--- src/hw/tic_cfg.svh ---
// offsets, field positions, reset values and timing counts of the
// interval timer; assumes the includer needs plain text macros only
`ifndef TIC_CFG_SVH
`define TIC_CFG_SVH

// register byte addresses on the plain register port
`define TIC_ADDR_CTRL 8'ha1
`define TIC_ADDR_SUBSEC 8'ha2
`define TIC_ADDR_SEC 8'ha3
`define TIC_ADDR_MIN 8'ha4
`define TIC_ADDR_HOUR 8'ha5
`define TIC_ADDR_COMPARE 8'ha6
`define TIC_ADDR_STATUS 8'ha7
`define TIC_ADDR_MASK 8'ha8

// control register fields
`define TIC_BIT_RESERVED 7
`define TIC_BIT_HOUR_RANGE 6
`define TIC_BIT_SEL_HI 5
`define TIC_BIT_SEL_LO 4
`define TIC_BIT_SINGLE 3
`define TIC_BIT_MATCH 2
`define TIC_BIT_COUNT_EN 1
`define TIC_BIT_CLOCK_EN 0

// status and mask fields
`define TIC_EVT_MATCH 0
`define TIC_EVT_SECOND 1

// reset values
`define TIC_RST_CTRL 8'h00
`define TIC_RST_TIME 8'h00
`define TIC_RST_COMPARE 8'h00
`define TIC_RST_MASK 2'h0

// counter limits
`define TIC_SUBSEC_LAST 8'h7f
`define TIC_SEC_LAST 8'h3b
`define TIC_MIN_LAST 8'h3b
`define TIC_HOUR_LAST_24 8'h17
`define TIC_HOUR_LAST_256 8'hff

// timing: one sub-second step is 1/128 s
`define TIC_CLK_PERIOD_NS 100
`define TIC_SUBSEC_PERIOD_NS 7812500
`define TIC_TICK_CYCLES \
    ((`TIC_SUBSEC_PERIOD_NS + `TIC_CLK_PERIOD_NS - 1) / `TIC_CLK_PERIOD_NS)
`define TIC_DIV_WIDTH 17

`endif

--- src/hw/tic_pkg.sv ---
// types shared by the interval timer files; assumes nothing else
`default_nettype none
package tic_pkg;

    // interval counter timebase select field
    typedef enum logic [1:0] {
        TB_SUBSEC = 2'h0,
        TB_SECOND = 2'h1,
        TB_MINUTE = 2'h2,
        TB_HOUR = 2'h3
    } timebase_e;

    typedef logic [7:0] byte_t;

endpackage
`default_nettype wire

--- src/hw/tick_divider.sv ---
// sub-second tick divider: one pulse every 1/128 s of ref_clk
// assumes a single ref_clk domain and a level run enable
`timescale 1ns/10ps
`default_nettype none
`include "tic_cfg.svh"

module tick_divider
    import tic_pkg::*;
#(
    parameter int TICK_CYCLES = `TIC_TICK_CYCLES
) (
    input wire logic ref_clk,
    input wire logic reset,
    input wire logic clkEn,
    input wire logic run,
    output logic tick
);

    localparam logic [`TIC_DIV_WIDTH-1:0] LAST_COUNT =
        `TIC_DIV_WIDTH'(TICK_CYCLES - 1);

    logic [`TIC_DIV_WIDTH-1:0] divCount;
    logic [`TIC_DIV_WIDTH-1:0] next_divCount;
    logic next_tick;

    // restart from zero whenever stopped so the first step is whole
    always_comb begin
        next_divCount = divCount;
        next_tick = 1'b0;
        if (!run) begin
            next_divCount = '0;
        end else if (divCount == LAST_COUNT) begin
            next_divCount = '0;
            next_tick = 1'b1;
        end else begin
            next_divCount = `TIC_DIV_WIDTH'(divCount + 1'b1);
        end
    end

    always_ff @(posedge ref_clk or posedge reset) begin
        if (reset) begin
            divCount <= '0;
            tick <= 1'b0;
        end else if (clkEn) begin
            divCount <= next_divCount;
            tick <= next_tick;
        end
    end

endmodule
`default_nettype wire

--- src/hw/time_interval_counter.sv ---
// time counters, interval counter, compare and register port
// assumes a one-cycle strobe master on ref_clk and a level irq consumer
//
// Local design decision: strobed register access.
`timescale 1ns/10ps
`default_nettype none
`include "tic_cfg.svh"

// Summary of operation
// - With hour range select set the hour wraps after 23, else after 255.
// - Timebase select bits 5:4 pick 1/128 s, second, minute or hour steps.
// - Single interval mode makes a timeout clear the count enable bit.
// - Without single interval mode the interval counter reloads and runs on.
// - Counter equal to the compare value sets a sticky match flag.
// - The match flag raises the interrupt only when its mask bit is set.
// - The count enable bit runs the interval counter or stops it.
// - The timebase clock enable bit passes the time steps to all counters.
// - Clearing clock enable stops counting and restores last written times.
// - Time registers take software writes while clock enable is low.
// - The compare register at a6 is eight bits, written by software, reset 0.
// - Control bit 7 is reserved and reads as zero.
// - All counting is paced by a 1/128 s step derived from the clock.
// - The sub-second counter steps 0 to 127 and carries into seconds.
// - The seconds counter steps 0 to 59 and carries into minutes.
// - The minutes counter steps 0 to 59 and carries into hours.
module time_interval_counter
    import tic_pkg::*;
#(
    parameter int TICK_CYCLES = `TIC_TICK_CYCLES
) (
    input wire logic ref_clk,
    input wire logic reset,
    input wire logic clkEn,
    input wire logic [7:0] addr,
    input wire logic [7:0] writeData,
    input wire logic writeStrobe,
    input wire logic readStrobe,
    output logic [7:0] readData,
    output logic irq
);

    // step one counter with wrap at its last value
    function automatic byte_t stepCount(input byte_t value,
                                        input logic advance,
                                        input byte_t last);
        if (!advance) begin
            return value;
        end
        if (value >= last) begin
            return 8'h00;
        end
        return byte_t'(value + 8'h01);
    endfunction

    function automatic logic hitReg(input logic strobe, input byte_t a,
                                    input byte_t target);
        return strobe && (a == target);
    endfunction

    logic subTick;
    logic hourRange, singleMode, matchFlag, countEn, clockEn;
    timebase_e timebase;
    byte_t subsec, sec, minute, hour;
    byte_t subsecWr, secWr, minuteWr, hourWr;
    byte_t compare, intCount;
    logic secEvent;
    logic [1:0] mask;

    logic next_hourRange, next_singleMode, next_matchFlag;
    logic next_countEn, next_clockEn;
    timebase_e next_timebase;
    byte_t next_subsec, next_sec, next_minute, next_hour;
    byte_t next_subsecWr, next_secWr, next_minuteWr, next_hourWr;
    byte_t next_compare, next_intCount;
    logic next_secEvent;
    logic [1:0] next_mask;
    logic next_irq;
    byte_t next_readData;

    logic stepNow, subWrap, secWrap, minWrap, intervalTick;
    logic intAdvance, matchNow;
    byte_t incCount, hourLast;
    logic wrCtrl, wrStatus, timeWrOk;

    tick_divider #(
        .TICK_CYCLES(TICK_CYCLES)
    ) divider (
        .ref_clk(ref_clk),
        .reset(reset),
        .clkEn(clkEn),
        .run(clockEn),
        .tick(subTick)
    );

    // carry chain through the time counters
    always_comb begin
        stepNow = clockEn && subTick;
        subWrap = stepNow && (subsec >= `TIC_SUBSEC_LAST);
        secWrap = subWrap && (sec >= `TIC_SEC_LAST);
        minWrap = secWrap && (minute >= `TIC_MIN_LAST);
        hourLast = hourRange ? `TIC_HOUR_LAST_24 : `TIC_HOUR_LAST_256;
        unique case (timebase)
            TB_SUBSEC: intervalTick = stepNow;
            TB_SECOND: intervalTick = subWrap;
            TB_MINUTE: intervalTick = secWrap;
            TB_HOUR: intervalTick = minWrap;
        endcase
        intAdvance = clockEn && countEn && intervalTick;
        incCount = byte_t'(intCount + 8'h01);
        matchNow = intAdvance && (incCount == compare);
    end

    // time registers: shadows hold what software last wrote
    always_comb begin
        timeWrOk = writeStrobe && !clockEn;
        next_subsecWr = subsecWr;
        next_secWr = secWr;
        next_minuteWr = minuteWr;
        next_hourWr = hourWr;
        if (hitReg(timeWrOk, addr, `TIC_ADDR_SUBSEC)) begin
            next_subsecWr = writeData;
        end
        if (hitReg(timeWrOk, addr, `TIC_ADDR_SEC)) begin
            next_secWr = writeData;
        end
        if (hitReg(timeWrOk, addr, `TIC_ADDR_MIN)) begin
            next_minuteWr = writeData;
        end
        if (hitReg(timeWrOk, addr, `TIC_ADDR_HOUR)) begin
            next_hourWr = writeData;
        end
        // stopped counters simply mirror the shadows
        if (clockEn) begin
            next_subsec = stepCount(subsec, stepNow, `TIC_SUBSEC_LAST);
            next_sec = stepCount(sec, subWrap, `TIC_SEC_LAST);
            next_minute = stepCount(minute, secWrap, `TIC_MIN_LAST);
            next_hour = stepCount(hour, minWrap, hourLast);
        end else begin
            next_subsec = next_subsecWr;
            next_sec = next_secWr;
            next_minute = next_minuteWr;
            next_hour = next_hourWr;
        end
    end

    always_ff @(posedge ref_clk or posedge reset) begin
        if (reset) begin
            subsec <= `TIC_RST_TIME;
            sec <= `TIC_RST_TIME;
            minute <= `TIC_RST_TIME;
            hour <= `TIC_RST_TIME;
            subsecWr <= `TIC_RST_TIME;
            secWr <= `TIC_RST_TIME;
            minuteWr <= `TIC_RST_TIME;
            hourWr <= `TIC_RST_TIME;
        end else if (clkEn) begin
            subsec <= next_subsec;
            sec <= next_sec;
            minute <= next_minute;
            hour <= next_hour;
            subsecWr <= next_subsecWr;
            secWr <= next_secWr;
            minuteWr <= next_minuteWr;
            hourWr <= next_hourWr;
        end
    end

    // control, interval counter, flags, mask, read port
    always_comb begin
        wrCtrl = hitReg(writeStrobe, addr, `TIC_ADDR_CTRL);
        wrStatus = hitReg(writeStrobe, addr, `TIC_ADDR_STATUS);
        next_hourRange = hourRange;
        next_timebase = timebase;
        next_singleMode = singleMode;
        next_countEn = countEn;
        next_clockEn = clockEn;
        next_matchFlag = matchFlag;
        next_secEvent = secEvent;
        next_mask = mask;
        next_compare = compare;
        // a timeout in single mode drops the enable; a same-cycle write wins
        if (matchNow && singleMode) begin
            next_countEn = 1'b0;
        end
        if (wrCtrl) begin
            next_hourRange = writeData[`TIC_BIT_HOUR_RANGE];
            next_timebase = timebase_e'(
                writeData[`TIC_BIT_SEL_HI:`TIC_BIT_SEL_LO]);
            next_singleMode = writeData[`TIC_BIT_SINGLE];
            next_countEn = writeData[`TIC_BIT_COUNT_EN];
            next_clockEn = writeData[`TIC_BIT_CLOCK_EN];
            if (!writeData[`TIC_BIT_MATCH]) begin
                next_matchFlag = 1'b0;
            end
        end
        if (wrStatus && writeData[`TIC_EVT_MATCH]) begin
            next_matchFlag = 1'b0;
        end
        if (wrStatus && writeData[`TIC_EVT_SECOND]) begin
            next_secEvent = 1'b0;
        end
        // hardware set beats a clear in the same cycle
        if (matchNow) begin
            next_matchFlag = 1'b1;
        end
        if (subWrap) begin
            next_secEvent = 1'b1;
        end
        if (hitReg(writeStrobe, addr, `TIC_ADDR_MASK)) begin
            next_mask = writeData[1:0];
        end
        if (hitReg(writeStrobe, addr, `TIC_ADDR_COMPARE)) begin
            next_compare = writeData;
        end
        // counting from zero again after each timeout
        if (!countEn || matchNow) begin
            next_intCount = 8'h00;
        end else if (intAdvance) begin
            next_intCount = incCount;
        end else begin
            next_intCount = intCount;
        end
        next_irq = |({next_secEvent, next_matchFlag} & next_mask);
        next_readData = 8'h00;
        if (readStrobe) begin
            unique case (addr)
                `TIC_ADDR_CTRL: next_readData = {1'b0, hourRange, timebase,
                    singleMode, matchFlag, countEn, clockEn};
                `TIC_ADDR_SUBSEC: next_readData = subsec;
                `TIC_ADDR_SEC: next_readData = sec;
                `TIC_ADDR_MIN: next_readData = minute;
                `TIC_ADDR_HOUR: next_readData = hour;
                `TIC_ADDR_COMPARE: next_readData = compare;
                `TIC_ADDR_STATUS: next_readData = {6'h00, secEvent, matchFlag};
                `TIC_ADDR_MASK: next_readData = {6'h00, mask};
                default: next_readData = 8'h00;
            endcase
        end
    end

    always_ff @(posedge ref_clk or posedge reset) begin
        if (reset) begin
            hourRange <= 1'b0;
            timebase <= TB_SUBSEC;
            singleMode <= 1'b0;
            countEn <= 1'b0;
            clockEn <= 1'b0;
            matchFlag <= 1'b0;
            secEvent <= 1'b0;
            mask <= `TIC_RST_MASK;
            compare <= `TIC_RST_COMPARE;
            intCount <= 8'h00;
            irq <= 1'b0;
            readData <= 8'h00;
        end else if (clkEn) begin
            hourRange <= next_hourRange;
            timebase <= next_timebase;
            singleMode <= next_singleMode;
            countEn <= next_countEn;
            clockEn <= next_clockEn;
            matchFlag <= next_matchFlag;
            secEvent <= next_secEvent;
            mask <= next_mask;
            compare <= next_compare;
            intCount <= next_intCount;
            irq <= next_irq;
            readData <= next_readData;
        end
    end
endmodule
`default_nettype wire

--- config.mk ---
export PLATFORM = sky130hd
export DESIGN_NAME = time_interval_counter
export DESIGN_NICKNAME = d
export VERILOG_FILES = /design/src/hw/tic_pkg.sv /design/src/hw/tick_divider.sv /design/src/hw/time_interval_counter.sv
export VERILOG_INCLUDE_DIRS = /design/src /design/src/hw
export SDC_FILE = /design/constraint.sdc
export NUM_CORES = 1
export LEC_CHECK = 0
export BUFFER_PORTS_ARGS = -buffer_cell sky130_fd_sc_hd__clkbuf_2
export CAP_MARGIN = 40
export CORE_ASPECT_RATIO = 1.4
export CORE_MARGIN = 4
export CORE_UTILIZATION = 55
export CTS_BUF_LIST = sky130_fd_sc_hd__clkbuf_4
export DETAILED_ROUTE_END_ITERATION = 16
export PLACE_DENSITY = 0.75
export SYNTH_ARGS = -nofsm -noshare
export SYNTH_HDL_FRONTEND = slang
export SYNTH_SLANG_ARGS = --single-unit
--- constraint.sdc ---
create_clock -name ref_clk -period 5.6 [get_ports ref_clk]
set_input_delay 0.56 -clock ref_clk [delete_from_list [all_inputs] [get_ports ref_clk]]
set_output_delay 0.56 -clock ref_clk [all_outputs]
set_load 0.05 [all_outputs]
* Word-level counts from Yosys, hierarchy flattened
Cells that the tools add are included.
** Word-level totals
- Bits in registers :: 117
** Cells by class
- Add/subtract/negate cells :: 6
- $lt $le $gt $ge :: 4
- Equal/unequal tests :: 13
- Mux-type cells :: 63
- Bitwise gates (word level) :: 1
- Reductions and logical operators :: 30
** Operators by type and width (count)
- $mux W8 :: 28
- $eq A8 B8 Y1 const B :: 8
- $pmux W8 S8 :: 1
- $add A8 B1 Y8 const B :: 5
- $mux W17 :: 2
- $mux W1 :: 30
- $logic_and A1 B1 Y1 :: 19
- $add A17 B1 Y17 const B :: 1
- $eq A17 B17 Y1 const B :: 1
- $ge A8 B6 Y1 const B :: 2
- $eq A8 B8 Y1 :: 1
- $ge A8 B7 Y1 const B :: 1
- $ge A8 B8 Y1 :: 1
- $reduce_and A2 Y1 :: 4
- $eq A2 B2 Y1 const B :: 2
- $pmux W1 S4 :: 1
- $reduce_bool A2 Y1 :: 2
- $and A2 B2 Y2 :: 1
- $eq A2 B1 Y1 const B :: 1
- $logic_not A1 Y1 :: 2
- $logic_not A2 Y1 :: 1
- $mux W2 :: 1
- $reduce_or A2 Y1 :: 1
- $logic_or A1 B1 Y1 :: 1

* Longest topological paths before layout
- Depth in word-level cells :: 11
- Gate-level depth with buffers :: 8
- Depth with buffers taken out :: 7

* By module
From an unflattened synthesis, not the netlist that was laid out.
** Unflattened totals
- Cell total of the unflattened synthesis :: 720
- Area, all modules :: 7105.6 µm²
** By module, submodules not included
- time_interval_counter :: instances 1, cells an instance 604, area an instance 5987.0 µm², seq. area each 2477.4 µm²
- tick_divider :: instances 1, cells an instance 116, area an instance 1118.6 µm², seq. area each 450.4 µm²

* Worst setup path before layout
Ideal clock, no wire load.
- Kind :: register -> register
- Start point :: register subsec[0]
- End point :: register intCount[0]
- Arrival time :: 2.135 ns
- Data required time :: 5.475 ns
- Path slack :: 3.339 ns
- Stages on the path, launching flop included :: 9
- Cell sequence :: dfrtp_1 ha_1 and3_4 a21oi_2 or4_4 o221a_1 buf_6 a21o_1 mux2_4
** On the way
- Word-level cells in the longest chain between the ends :: 10
** RTL lines
- start: declaration :: line time_interval_counter.sv:63 : byte_t subsec, sec, minute, hour;
- start signal: assignment :: line time_interval_counter.sv:148 : subsec <= `TIC_RST_TIME;
- start signal: assignment :: line time_interval_counter.sv:157 : subsec <= next_subsec;
- $ge A8 B7 Y1 (*)
- $logic_and A1 B1 Y1 (*) :: line time_interval_counter.sv:98 : subWrap = stepNow && (subsec >= `TIC_SUBSEC_LAST);
- $logic_and A1 B1 Y1 :: line time_interval_counter.sv:99 : secWrap = subWrap && (sec >= `TIC_SEC_LAST);
- $logic_and A1 B1 Y1 :: line time_interval_counter.sv:100 : minWrap = secWrap && (minute >= `TIC_MIN_LAST);
- $pmux W1 S4 (*) :: line time_interval_counter.sv:102 : unique case (timebase)
- $logic_and A1 B1 Y1 (*) :: line time_interval_counter.sv:108 : intAdvance = clockEn && countEn && intervalTick;
- $logic_and A1 B1 Y1 :: line time_interval_counter.sv:110 : matchNow = intAdvance && (incCount == compare);
- $logic_or A1 B1 Y1 :: line time_interval_counter.sv:216 : if (!countEn || matchNow) begin
- $reduce_bool A2 Y1 (no line)
- $reduce_and A2 Y1 (no line)
- end signal: assignment :: line time_interval_counter.sv:265 : intCount <= next_intCount;
- end: declaration :: line time_interval_counter.sv:65 : byte_t compare, intCount;
Every way passes the cells marked *; elsewhere a longest branch is shown, timed or not.
A chain may end at the register's enable or synchronous reset.

* Final worst setup path
- Start point :: register minute[1]
- End point :: register hour[5]
** On the way
- Word-level cells in the longest chain between the ends :: 6
** RTL lines
- start: declaration :: line time_interval_counter.sv:63
- start signal: assignment :: line time_interval_counter.sv:150 : minute <= `TIC_RST_TIME;
- start signal: assignment :: line time_interval_counter.sv:159 : minute <= next_minute;
- $ge A8 B6 Y1
- $logic_and A1 B1 Y1 :: line time_interval_counter.sv:100
- $mux W1 :: line time_interval_counter.sv:46 : if (!advance) begin
- $mux W1 :: line time_interval_counter.sv:133 : if (clockEn) begin
- $mux W8 :: line time_interval_counter.sv:49 : if (value >= last) begin
- $mux W8 :: line time_interval_counter.sv:133
- end signal: assignment :: line time_interval_counter.sv:151 : hour <= `TIC_RST_TIME;
- end signal: assignment :: line time_interval_counter.sv:160 : hour <= next_hour;
- end: declaration :: line time_interval_counter.sv:63
No other way between the ends. The select of a mux whose other input is x is not followed.

==> results.md <==
Final layout:
- The fraction of the core area covered by cells at the end of the flow is 0.605.
- The number of nets in the layout is 714.
- Of the cells placed in the final design, the portion with a size suffix greater than 1 is 0.199.
- The number of antenna diodes in the final layout is 0.
- The area growth from synthesis to layout is 7.13%.

Floorplan:
- The horizontal die dimension is 102 um.
- For this configuration, the core starts out at a cell density of 0.565.
- In this run the vertical extent of the chip is 139 um.
- The count of pins on the block boundary is 30.
- The total core area is 0.0119 sq mm.
- The number of placement rows is 47.
- The die outline area is 0.0141 sq mm.

Setup path:
- The standard cell with the maximum stage delay on the critical path is sky130_fd_sc_hd__nor3_1.
- The sort of element at the end of the critical path is a flop.
- The signal arrival time at the worst endpoint is 3.28 ns.
- The required time at the worst-slack endpoint is 6.02 ns.
- The critical path launch point type is a flop.
- Broken down by cell family, the worst path's largest delay share belongs to simple AND/OR/NAND/NOR gates.
- The critical path in this run is classified as flop to flop.
- The top fanout value on the critical path is 16.
- The critical path goes through ha_1 > o2111a_1 > nor3_1 > nand2_1 > nand3_1 > nor4_1 > a311o_1.
- For this run, the slowest stage of the critical path takes 0.55 ns.
- The buffer and inverter count on the worst path is 0.

Clock tree:
- The post-cts gate resize count is 0.
- The H-tree level count is 4.
- The clock passes through at most 2 buffers.
- The cts-stage hold buffer count is 0.
- Buffers inserted during clock tree synthesis total 17.
- CTS saw 117 sinks.
- The clock slew at the register clock pins of the worst setup and hold paths is 0.11 ns.
- TritonCTS built the clock tree.
- The clock insertion delay at the later pin of the skew report is 0.54 ns.
- The cell chosen for the clock root is sky130_fd_sc_hd__clkbuf_4.
- After clock tree synthesis, the setup repair step added 0 buffers.

Timing:
- Dividing the final minimum period by the clock period gives 0.511.
- Static timing analysis puts the maximum clock frequency at 349 MHz.
- The number of slew-limit violations in the final report came to 0.
- Setup repair after global routing left no endpoint under its margin.
- The final setup violation count is 0.
- The final-report hold violation count came to 0.
- Summed over all failing endpoints, the final setup total negative slack is 0 ns.
- Final hold analysis gives a worst-case slack of 0.114 ns.
- For the pin with the worst max-slew slack, the measured transition is 0.767 ns.
- The clock arrives with 0.0208 ns of skew.
- The headroom to the max-slew limit is 0.489.
- The final critical delay including setup and external delays is 2.86 ns.

Drt:
- The number of detailed-routing iterations run before antenna repair is 6.
- The per-cell via count in the routed design is 6.60.
- The count of nets left with antenna violations once routing finished came out at 0.
- For this block, the routed nets add up to 17,200 um of wire.
- For this run, design rule violations remaining after detail routing come to 0.
- The total number of vias is 5,559.
- After detailed routing, the average wire length per cell comes to 20.4 um.
- The DRC violation total after the first TritonRoute iteration is 514.

Synth:
- The synthesis warning total is 0.
- The netlist uses 72 different library cells.
- The predominant post-synthesis flop cell is sky130_fd_sc_hd__dfrtp_1.
- The share of synthesized flip-flops with an asynchronous set or reset is 1.00.
- The number of nets in the synthesized netlist is 702.
- Of the synthesized area, sequential elements account for 0.434.
- The synthesized instance count is 670.
- Yosys mapped a number of flops with a built-in enable equal to 0.
- The netlist area before placement is 0.00674 sq mm.
- In this run the mean area of a mapped cell was 10.1 sq um.
- The synthesized design contains 117 register bits.

Place:
- The number of I/O port buffers is 29.
- Summed over all nets, the half-perimeter wirelength after detailed placement is 12,500 um.
- The final estimated routing congestion in global placement is 0.923.

Global route:
- The pin count of the biggest net entering global routing is 62.
- After global routing the overflow that remains totals 0.
- The initial antenna violation count came to 0.
- The first global-routing pass estimated 28,000 um of wire.
- Across every metal layer, demand over resource in global routing totals 0.253.
- The number of global-route vias before repair is 5,584.

Run:
- The number of violations of the max-capacitance limit is 0.

Run status:
- The flow ran to the end, and the final reports show no timing, DRC or antenna violations.

Pwr:
- In this run the power density over the cells is 234 mW/mm^2.
- The worst supply voltage drop on vdd is 132 uV.
- The analysis attributes to cell leakage a power of 3.20 nW.

Worst hold path:
- In this run the worst hold path is classified as input pin to asynchronous set/reset pin.
-- stage by stage --
step	instances	worst slack, ns	power [W]	instance area [sq um]
5_1_grt	842	2.56	0.00177	7220
6_report	842	2.74	0.00169	7220
4_1_cts	842	2.75	0.00171	7220
2_1_floorplan	670	1.94	0.00106	6740
3_3_place_gp	808	2.47	0.00112	6950
3_5_place_dp	810	2.63	0.00113	6960
-- synthesized netlist by cell type, types with 11 or more instances --
cell type                   count  area, sq um
sky130_fd_sc_hd__clkbuf_1      30          113
sky130_fd_sc_hd__mux2i_1       39          390
sky130_fd_sc_hd__nor2_1        37          139
sky130_fd_sc_hd__nand2_1       47          176
sky130_fd_sc_hd__nand3_1       29          145
sky130_fd_sc_hd__inv_1         17         63.8
sky130_fd_sc_hd__a22o_1        11         96.3
sky130_fd_sc_hd__mux2_2        49          552
sky130_fd_sc_hd__nor3_1        13         65.1
sky130_fd_sc_hd__o2bb2ai_1     14          123
sky130_fd_sc_hd__dfrtp_1      117         2930
sky130_fd_sc_hd__ha_1          11          138
sky130_fd_sc_hd__and3_1        16          100
sky130_fd_sc_hd__o21ai_0       38          190
sky130_fd_sc_hd__a21oi_1       22          110
-- layout by cell type (no fill, tap or decap), drive strengths merged, types with 3 or more instances in the layout --
cell type,netlist,final
a211o,3,3
a21oi,23,23
a22o,12,12
a22oi,10,10
a31oi,5,5
a32oi,4,4
and2,4,4
and3,18,18
buf,14,8
clkbuf,30,47
clkinv,1,6
clkinvlp,0,5
dfrtp,117,117
ha,11,11
inv,17,20
mux2,50,50
mux2i,39,39
nand2,47,47
nand3,30,30
nand4,10,10
nor2,37,37
nor2b,8,8
nor3,13,13
nor4,4,4
nor4b,6,6
nor4bb,3,3
o211ai,8,8
o21a,9,9
o21ai,39,39
o21bai,3,3
o221ai,3,3
o22ai,8,8
o2bb2ai,14,14
o32ai,4,4
or2,4,4
or4,5,5
xnor2,10,10
xor2,10,10
-- logic make-up after synthesis --
| kind of cell | share of synthesized area |
|---|---|
| buffers and inverters | 0.0373 |
| adders and majority gates | 0.0204 |
| AOI/OAI and AO/OA | 0.171 |
| and+or+nand+nor | 0.162 |
| DFF | 0.434 |
| muxes | 0.149 |
| xor gates and xnor gates | 0.0260 |
-- final timing paths --
kind                                          from                      end  slack, ns  cells past startpoint
setup / recovery             minute[1]$_DFFE_PP0P_      hour[5]$_DFFE_PP0P_       2.74                      7
hold / removal                               reset  intCount[3]$_DFFE_PP0P_       0.11                      2
setup reg to reg             minute[1]$_DFFE_PP0P_      hour[5]$_DFFE_PP0P_       2.74                      7
hold reg to reg            readData[6]$_DFFE_PP0P_  readData[6]$_DFFE_PP0P_       0.51                      1
max in group asynchronous                    reset    hourWr[1]$_DFFE_PP0P_       4.24                      3
min in group ref_clk                  writeData[1]  subsecWr[1]$_DFFE_PP0P_       0.46                      2
-- area by class of cell --
| class | instances | area (sq um) |
|---|---|---|
| clock buffers | 18 | 135 |
| clock inverters | 14 | 130 |
| fillers | 1027 | 4720 |
| inverters | 18 | 70.1 |
| multi-input cells | 491 | 3570 |
| flip-flops and latches | 117 | 2930 |
| well taps | 147 | 184 |
| repair buffers | 37 | 200 |
-- state kept, by name, summed over array words and instances, names as in the netlist, 2 cells and up --
register,count
compare,8
divider.divCount,17
hour,8
hourWr,8
intCount,8
mask,2
minute,8
minuteWr,8
readData,8
sec,8
secWr,8
subsec,8
subsecWr,8
timebase,2
-- layer usage --
layer	part of all wire	global-route usage
met4	0.040	0.129
met5	0	0
met3	0.038	0.0408
met1	0.39	0.306
met2	0.53	0.430
-- report_power, final --
group          switching, W  internal [W]  total, W
Sequential        0.0000398      0.000880  0.000920
Clock              0.000351      0.000228  0.000579
Combinational      0.000123     0.0000713  0.000194
Power figures use the tool's default switching activity.
